`config.mk`:
```
export PLATFORM = sky130hd
export DESIGN_NAME = page_window_mapper
export DESIGN_NICKNAME = d
export VERILOG_FILES = /design/src/include/mapper_pkg.sv /design/src/rtl/page_window_mapper.sv
export SDC_FILE = /design/constraint.sdc
export NUM_CORES = 1
export LEC_CHECK = 0
export BUFFER_PORTS_ARGS = -buffer_cell sky130_fd_sc_hd__buf_2
export CAP_MARGIN = 20
export CELL_PAD_IN_SITES_DETAIL_PLACEMENT = 0
export CELL_PAD_IN_SITES_GLOBAL_PLACEMENT = 1
export CORE_ASPECT_RATIO = 0.5
export CORE_UTILIZATION = 36
export CTS_CLUSTER_DIAMETER = 120
export DETAILED_ROUTE_END_ITERATION = 10
export GPL_ROUTABILITY_DRIVEN = 1
export PLACE_DENSITY_LB_ADDON = 0.1
export SLEW_MARGIN = 30
export SYNTH_ARGS = -nofsm -noshare
export SYNTH_HDL_FRONTEND = slang
export SYNTH_SLANG_ARGS = --single-unit
```
`constraint.sdc`:
```
create_clock -name CLK_IN -period 2.3 [get_ports CLK_IN]
set_clock_uncertainty 0.1 [all_clocks]
set_input_delay 0.115 -clock CLK_IN [delete_from_list [all_inputs] [get_ports CLK_IN]]
set_output_delay 0.115 -clock CLK_IN [all_outputs]
set_load 0.01 [all_outputs]
```
`src/include/mapper_pkg.sv`:
```
// Constants, register map and carrier types of the memory page window mapper.
// Assumes an APB slave with 32-bit data and registers on aligned words.
// Summary of operation
// - Control bit 7 shows scratch RAM.
// - Control bit 5 shows data flash info sector.
// - Control bit 4 maps program info sector.
// - Program page selects 16KB window at 0x8000.
// - Program page resets to 0xfe.
// - Local 0xc000-0xffff is always page 0xff.
// - Core page writes finish within instruction.
// - RAM page selects 4KB window at 0x1000.
// - RAM page zero reaches register space.
// - RAM page resets to 0xfd.
// - Local 0x2000/0x3000 fixed RAM pages 0xfe/0xff.
// - Small RAM leaves page 0xfd partly unimplemented.
// - Smaller RAM leaves fixed pages partly unimplemented.
// - Data flash page selects 1KB window.
// - Data flash page resets to 0xfe.
// - Local 0x0c00-0x0fff is data flash 0xff.
// - Normal single-chip: no external bus.
// - Special single-chip: debug unit runs core.
// - Core unimplemented access causes reset.
package mapper_pkg;
	// Register indices as printed; the byte address is four times the index.
	localparam logic [7:0] IDX_CTL = 8'h13;
	localparam logic [7:0] IDX_PGM_PAGE = 8'h15;
	localparam logic [7:0] IDX_RAM_PAGE = 8'h16;
	localparam logic [7:0] IDX_DF_PAGE = 8'h17;
	localparam logic [7:0] ADDR_CTL = 8'h4c;
	localparam logic [7:0] ADDR_PGM_PAGE = 8'h54;
	localparam logic [7:0] ADDR_RAM_PAGE = 8'h58;
	localparam logic [7:0] ADDR_DF_PAGE = 8'h5c;
	// Control field positions and the writable mask.
	localparam int BIT_SCRATCH = 7;
	localparam int BIT_DF_INFO = 5;
	localparam int BIT_PGM_INFO = 4;
	localparam logic [7:0] CTL_MASK = 8'hb0;
	// Reset values.
	localparam logic [7:0] CTL_RST = 8'h00;
	localparam logic [7:0] PGM_PAGE_RST = 8'hfe;
	localparam logic [7:0] RAM_PAGE_RST = 8'hfd;
	localparam logic [7:0] DF_PAGE_RST = 8'hfe;
	// Fixed page numbers of the unpaged regions.
	localparam logic [7:0] PAGE_FF = 8'hff;
	localparam logic [7:0] PAGE_FE = 8'hfe;
	localparam logic [7:0] PAGE_FD = 8'hfd;
	localparam logic [7:0] PAGE_ZERO = 8'h00;
	// Global bases and limits.
	localparam logic [22:0] G_DF_BASE = 23'h10_0000;
	localparam logic [22:0] G_RAM_TOP = 23'h10_0000;
	localparam logic [22:0] G_FLASH_TOP = 23'h80_0000;
	localparam logic [22:0] G_PINFO_LO = 23'h40_0000;
	localparam logic [22:0] G_PINFO_HI = 23'h40_3fff;
	// Access target, one-hot.
	typedef enum logic [4:0] {
		T_REG = 5'h01,
		T_DFLASH = 5'h02,
		T_RAM = 5'h04,
		T_FLASH = 5'h08,
		T_UNIMPL = 5'h10
	} target_e;
	// Local access request from the core or the debug unit.
	typedef struct packed {
		logic valid;
		logic [15:0] addr;
		logic debug;
		logic firmware;
	} req_s;
	// Translated access.
	typedef struct packed {
		logic valid;
		target_e target;
		logic [22:0] gaddr;
		logic illegal;
		logic undefined;
	} res_s;
endpackage

```
`src/rtl/page_window_mapper.sv`:
```
// Page window mapper: paging and visibility registers and local-to-global translation.
// Assumes an APB master on CLK_IN and a mode pin from outside, synchronised here.
//
// Decided for this implementation: the APB slave port.
`timescale 1ns/1ps
module page_window_mapper import mapper_pkg::*; #(
	parameter int RAM_BYTES = 12288,
	parameter int FLASH_BYTES = 262144,
	parameter int DFLASH_BYTES = 8192
) (
	input wire logic CLK_IN,
	input wire logic RESET_N_IN,
	input wire logic PSEL_IN,
	input wire logic PENABLE_IN,
	input wire logic PWRITE_IN,
	input wire logic [7:0] PADDR_IN,
	input wire logic [31:0] PWDATA_IN,
	output logic [31:0] PRDATA_OUT,
	output logic PREADY_OUT,
	output logic PSLVERR_OUT,
	input wire logic CALL_PAGE_WR_IN,
	input wire logic [7:0] CALL_PAGE_DATA_IN,
	output logic [7:0] PROGRAM_PAGE_OUT,
	input wire req_s REQ_IN,
	output res_s RES_OUT,
	input wire logic MODE_SPECIAL_IN,
	output logic DEBUG_ACTIVE_OUT,
	output logic EXT_BUS_EN_OUT,
	output logic SCRATCH_RAM_VISIBLE_OUT,
	output logic DATA_FLASH_INFO_VISIBLE_OUT,
	output logic PROGRAM_FLASH_INFO_VISIBLE_OUT
);
	// Lowest implemented global address of RAM and of flash, and top of data flash.
	localparam logic [22:0] RAM_LOW = G_RAM_TOP - 23'(RAM_BYTES);
	localparam logic [22:0] FLASH_LOW = G_FLASH_TOP - 23'(FLASH_BYTES);
	localparam logic [22:0] DF_HIGH = G_DF_BASE + 23'(DFLASH_BYTES);

	// All state of the block in one record.
	typedef struct packed {
		logic [7:0] ctl;
		// Page indices, one byte each, each covering a full 256-page range.
		logic [7:0] pgm_page; // Program flash page of the 0x8000 window.
		logic [7:0] ram_page; // RAM page of the 0x1000 window.
		logic [7:0] df_page; // Data flash page of the 0x0800 window.
		logic [31:0] prdata;
		logic pready;
		logic pslverr;
		logic mode_meta;
		logic mode_sync;
		logic ext_bus;
		res_s res;
	} state_s;

	state_s state_q; // Registered state.
	state_s state_d; // Next state.

	// Translation and bus helpers, filled in the combinational process.
	logic [22:0] gaddr; // Global address of the current request.
	target_e target; // Target memory before the implemented-range check.
	logic unimpl; // Request lands in unimplemented space.
	logic setup; // APB setup phase.
	logic access; // APB access edge that completes a transfer.

	// Next-state process: bus slave, page registers and translation.
	always_comb begin
		state_d = state_q;
		gaddr = '0;
		target = T_REG;
		unimpl = 1'b0;
		setup = PSEL_IN & ~PENABLE_IN;
		access = PSEL_IN & PENABLE_IN & state_q.pready;

		// The mode pin is brought in through two flip-flops; only the second is used.
		state_d.mode_meta = MODE_SPECIAL_IN;
		state_d.mode_sync = state_q.mode_meta;
		// Neither single-chip mode has an external bus, so it stays off.
		state_d.ext_bus = 1'b0;

		// The setup phase prepares the answer; the access phase then lasts one cycle.
		state_d.pready = setup;
		if (setup) begin
			state_d.prdata = '0;
			state_d.pslverr = 1'b0;
			if (PADDR_IN == ADDR_CTL) begin
				state_d.prdata[7:0] = state_q.ctl;
			end else if (PADDR_IN == ADDR_PGM_PAGE) begin
				state_d.prdata[7:0] = state_q.pgm_page;
			end else if (PADDR_IN == ADDR_RAM_PAGE) begin
				state_d.prdata[7:0] = state_q.ram_page;
			end else if (PADDR_IN == ADDR_DF_PAGE) begin
				state_d.prdata[7:0] = state_q.df_page;
			end else begin
				// Unmapped words read zero and report an error.
				state_d.pslverr = 1'b1;
			end
		end

		// Writes take effect only at the access edge with ready high.
		if (access && PWRITE_IN) begin
			if (PADDR_IN == ADDR_CTL) begin
				// Bits other than the three visibility enables stay zero.
				state_d.ctl = PWDATA_IN[7:0] & CTL_MASK;
			end else if (PADDR_IN == ADDR_PGM_PAGE) begin
				// Page indices take all eight bits, so every page can be selected.
				state_d.pgm_page = PWDATA_IN[7:0];
			end else if (PADDR_IN == ADDR_RAM_PAGE) begin
				state_d.ram_page = PWDATA_IN[7:0];
			end else if (PADDR_IN == ADDR_DF_PAGE) begin
				state_d.df_page = PWDATA_IN[7:0];
			end
		end
		// The core's own page write wins over a bus write in the same cycle, and lands
		// at the next edge so the instruction sees it before it finishes.
		if (CALL_PAGE_WR_IN) begin
			state_d.pgm_page = CALL_PAGE_DATA_IN;
		end

		// Local-to-global translation, by local address region.
		// The regions are tested from the top down, so each test only needs the bits
		// that tell its region from the ones below it.
		// Flash lives in the upper half of the global map; its top bit marks it and the
		// page index supplies the next eight bits above the 16KB offset.
		if (REQ_IN.addr[15:14] == 2'b11) begin
			target = T_FLASH;
			gaddr = {1'b1, PAGE_FF, REQ_IN.addr[13:0]};
		end else if (REQ_IN.addr[15:14] == 2'b10) begin
			// Both masters share this window and its index.
			target = T_FLASH;
			gaddr = {1'b1, state_q.pgm_page, REQ_IN.addr[13:0]};
		end else if (REQ_IN.addr[15:14] == 2'b01) begin
			// With the reset page index this region makes flash linear up to 0xffff.
			target = T_FLASH;
			gaddr = {1'b1, PAGE_FD, REQ_IN.addr[13:0]};
		end else if (REQ_IN.addr[15:12] == 4'h3) begin
			target = T_RAM;
			gaddr = {3'b000, PAGE_FF, REQ_IN.addr[11:0]};
		end else if (REQ_IN.addr[15:12] == 4'h2) begin
			target = T_RAM;
			gaddr = {3'b000, PAGE_FE, REQ_IN.addr[11:0]};
		end else if (REQ_IN.addr[15:12] == 4'h1) begin
			// Page zero shares its global addresses with the register space.
			// This is the only region whose target follows the index, not the address.
			target = (state_q.ram_page == PAGE_ZERO) ? T_REG : T_RAM;
			gaddr = {3'b000, state_q.ram_page, REQ_IN.addr[11:0]};
		end else if (REQ_IN.addr[15:10] == 6'h03) begin
			target = T_DFLASH;
			gaddr = G_DF_BASE | {5'h00, PAGE_FF, REQ_IN.addr[9:0]};
		end else if (REQ_IN.addr[15:10] == 6'h02) begin
			target = T_DFLASH;
			// Data flash starts just above the RAM top, one kilobyte a page.
			gaddr = G_DF_BASE | {5'h00, state_q.df_page, REQ_IN.addr[9:0]};
		end else begin
			target = T_REG;
			gaddr = {7'h00, REQ_IN.addr};
		end

		// Space below implemented RAM and flash and above implemented data flash is unimplemented; the program information
		// sector fills the bottom of flash space only while its enable is set.
		if (target == T_RAM) begin
			unimpl = gaddr < RAM_LOW;
		end else if (target == T_FLASH) begin
			unimpl = (gaddr < FLASH_LOW) && !(state_q.ctl[BIT_PGM_INFO]
				&& gaddr >= G_PINFO_LO && gaddr <= G_PINFO_HI);
		end else if (target == T_DFLASH) begin
			unimpl = gaddr >= DF_HIGH;
		end

		// Translated access appears one cycle after the request. It is registered so that
		// the memories see a clean address; the price is one cycle of latency.
		state_d.res.valid = REQ_IN.valid;
		state_d.res.target = unimpl ? T_UNIMPL : target;
		state_d.res.gaddr = gaddr;
		// A core access to unimplemented space resets the chip; firmware commands and
		// the debug unit are exempt, the latter getting undefined data instead.
		state_d.res.illegal = REQ_IN.valid & unimpl & ~REQ_IN.debug & ~REQ_IN.firmware;
		state_d.res.undefined = REQ_IN.valid & unimpl & REQ_IN.debug;
	end

	// State register; reset loads constants only.
	always_ff @(posedge CLK_IN or negedge RESET_N_IN) begin
		if (!RESET_N_IN) begin
			state_q <= '0;
			state_q.ctl <= CTL_RST;
			// Each page index leaves reset on the page that makes its region linear.
			state_q.pgm_page <= PGM_PAGE_RST;
			state_q.ram_page <= RAM_PAGE_RST;
			state_q.df_page <= DF_PAGE_RST;
			state_q.res.target <= T_REG;
		end else begin
			state_q <= state_d;
		end
	end

	// Outputs come straight from the state register.
	assign PRDATA_OUT = state_q.prdata;
	assign PREADY_OUT = state_q.pready;
	assign PSLVERR_OUT = state_q.pslverr;
	// The core reads its page index here directly, without a bus cycle.
	assign PROGRAM_PAGE_OUT = state_q.pgm_page;
	assign RES_OUT = state_q.res;
	// The debug unit runs the core while the special mode is strapped.
	assign DEBUG_ACTIVE_OUT = state_q.mode_sync;
	assign EXT_BUS_EN_OUT = state_q.ext_bus;
	assign SCRATCH_RAM_VISIBLE_OUT = state_q.ctl[BIT_SCRATCH];
	assign DATA_FLASH_INFO_VISIBLE_OUT = state_q.ctl[BIT_DF_INFO];
	assign PROGRAM_FLASH_INFO_VISIBLE_OUT = state_q.ctl[BIT_PGM_INFO];
endmodule

```
==> qor.txt <==
status - finished, final reports clean
post-CTS repair timing setup buffer count - 0
Adder-Cell Fraction of Synth Area - 0%
total grt overflow - 0
Compound-Gate Fraction of Synth Area - 13.7%
setup TNS - 0 ns
Core Footprint - 9510 µm²
WP data required - 2.47 ns
DP HPWL - 6.23 mm
DIE WIDTH - 142 µm
origin of the worst setup path - REQ_IN[13]
Post-route DRC - 0
Reg power frac - 42.7%
clk sinks - 70
CP top delay family - simple AND/OR/NAND/NOR gates
Routed Antenna Nets - 0
WL/cell - 15.2 µm
fin worst setup slack - 0.124 ns
Die ar. - 10300 µm²
cell row count - 25
routed wire length - 8.54 mm
Tcrit/Tclk final - 94.6%
FF-to-FF Start - state_q[77]
Worst Tran Pin Value - 0.642 ns
leak pwr - 2.13 nW
Worst EP arrival - 2.34 ns
main combinational cell family by area after synthesis - buffers and inverters
startpoint types - input port
drt via density - 4.70
CTS tree - built
Worst Hold Launch - REQ_IN[16]
Peak Freq - 0.460 GHz
pin count of the biggest net entering global routing - 30
syn_area_per_cell - 11.0 µm²
share of cells above drive strength 1 - 38.3%
Net Sw Power - 0.764 mW
fill cell count - 917
Final nets - 497
antenna cells - 0
Final Total Pwr - 3.12 mW
root buffer cell - clkbuf_16
vias in the first global route - 2609
total track usage - 17.9%
Worst VDD drop - 0.000338 V
Synth Flop Type - dfrtp_1
worst hold slack - 0.0128 ns
TritonCTS buffer count - 9
Port-buffer cells - 102
antenna violations before repair - 0
Crit. End Element - register
H-tree depth - 3
Clk network pwr share - 45.4%
global placer's final weighted congestion - 0.782
Slew headroom - 57.2%
max-cap viol count - 0
Critical Setup Path Class - in2reg
Slew Limit Fails - 0
clock latency on the worst-skew pair - 0.34 ns
unrepaired setup endpoints after global routing - no
final setup fails - 0
Net Sw Frac - 24.5%
post-synthesis cell type count - 51
XOR/XNOR Fraction of Synth Area - 0%
area leader, netlist - dfrtp_1
async set-reset flop share out of synthesis - 100%
die height - 72.1 µm
Max Root-Sink Buffers - 2
Post-Synth Simple-Gate Area - 10.6%
clock period minus worst slack - 2.18 ns
pwr dens - 695 nW/µm²
pre-CTS setup slack - 0.119 ns
share of the synthesized area in the top cell type - 33.9%
CP peak stage delay - 0.52 ns
Initial Util - 37.2%
CP bufs+invs - 2
clock-pin slew on the worst setup and hold paths - 0.05 ns
Yosys Warn Count - 0
Layout area overhead - 26.9%
most frequent cells in the layout - buf_2 (102), dfrtp_1 (48), dlygate4sd3_1 (34)
P_int - 2.36 mW
crit path max-delay cell type - dlygate4sd3_1
EDFF count, synth - 0
I/O Pins - 152
register area share after synthesis - 50.2%
synthesized instance count - 321
most common cell after layout, fill and taps aside - buf_2
first-pass GRT wire length - 13.7 mm
min-delay worst type - in2reg
drt pass-1 iters - 6
number of DRC markers in iteration 0 - 118
Yosys reg bits - 70
CP Cell Sequence - dlygate4sd3_1 > buf_2 > or4b_4 > o22ai_4 > o2111ai_1 > nor3b_2 > a2bb2oi_2 > and3_1
final hold violations - 0
top cells by area, synth - dfrtp_1 (34%), dfstp_2 (16%), buf_4 (15%), mux2_1 (6.0%), nand2_1 (2.6%)
Mapped Area - 3540 µm²
vias - 2645
highest net fanout along the worst path - 4
mux share of post-synthesis cell area - 8.30%
Logic pwr share - 11.8%
## power groups by stage
| stage | Combinational (mW) | Sequential (mW) | Clock (mW) |
|---|---|---|---|
| CTS | 0.373 | 1.34 | 1.44 |
| detailed placement | 0.327 | 1.36 | 0 |
| global placement | 0.323 | 1.35 | 0 |
| global route | 0.410 | 1.34 | 1.51 |
| floorplan | 0.257 | 1.34 | 0 |
| finish | 0.370 | 1.34 | 1.42 |
## cells in the mapped netlist, types with 3 or more instances
master and count:
nand2_1 25, mux2_1 19, a21o_1 5, nor2_1 14, o21ai_0 7, inv_1 3
a222oi_1 5, dfstp_2 22, nor2b_1 4, mux2i_1 8, a21oi_1 10, nand2b_1 4
nand4_1 3, buf_4 72, clkbuf_1 7, dfrtp_1 48, o21ai_1 16, a211oi_1 4
## registers in the layout, summed over array words and instances (netlist names), 8 cells and up
register	flops
PRDATA_OUT	8
PROGRAM_PAGE_OUT	8
RES_OUT	31
state_q	16
## metal layers
layer  part of all wire [%]  global-route usage, %  up-vias  routed length, µm
met5                      0                      0        -                  0
met3                    6.7                   5.48       13                576
li1                       -                      -     1251                  -
met1                     50                   24.6     1265               4250
met4                    1.5                   5.97        0                127
met2                     42                   26.9      116               3580
## through the flow
| stage | cell area [µm²] | util (%) | cells |
|---|---|---|---|
| 2_1_floorplan | 3630 | - | 345 |
| 3_3_place_gp | 3840 | 40.3 | 513 |
| 4_1_cts | 4490 | 47.2 | 563 |
| 3_5_place_dp | 3840 | 40.3 | 513 |
| 5_1_grt | 4490 | 47.3 | 563 |
| 6_report | 4490 | 47.3 | 563 |
## worst reg2reg max path: cells and delay by family, from the launching register on
kind / cells / cell delay, ns
AOI/OAI and AO/OA: 3 / 0.55
DFF: 1 / 0.44
and+or+nand+nor: 3 / 0.90
## cell families (layout without fill, tap and decap cells)
group / after synthesis / after routing
buf+inv: 87 / 170
compound gates: 68 / 68
simple gates: 68 / 68
flops: 70 / 70
other cells: 1 / 25
mux: 27 / 27
## timing repair
item,4_1_cts,5_1_grt
hold buffers,34,0
resized for setup,0,1
endpoints found under the hold margin,64,0
endpoints found under the setup margin,0,1
## worst paths after layout
check / endpoint / slack, ns / depth (start not counted)
worst min-delay path: RES_OUT[25] / 0.01 / 3
worst min register to register: DEBUG_ACTIVE_OUT / 0.25 / 0
worst max-delay path: RES_OUT[26] / 0.12 / 8
worst max register to register: RES_OUT[26] / 0.24 / 6
max in group asynchronous: state_q[83] / 1.18 / 3
min in group asynchronous: RES_OUT[1] / 0.18 / 2
## cell type report
type	count	area [µm²]	area share (%)
Timing Repair Buffer	149	961	21.4
Clock buffer	11	253	5.62
Clock inverter	5	57.6	1.28
Sequential cell	70	1780	39.6
Tap cell	135	169	3.76
Inverter	5	18.8	0.418
Multi-Input combinational cell	188	1260	28.0
Note: power is estimated with default switching activity, not from simulation.
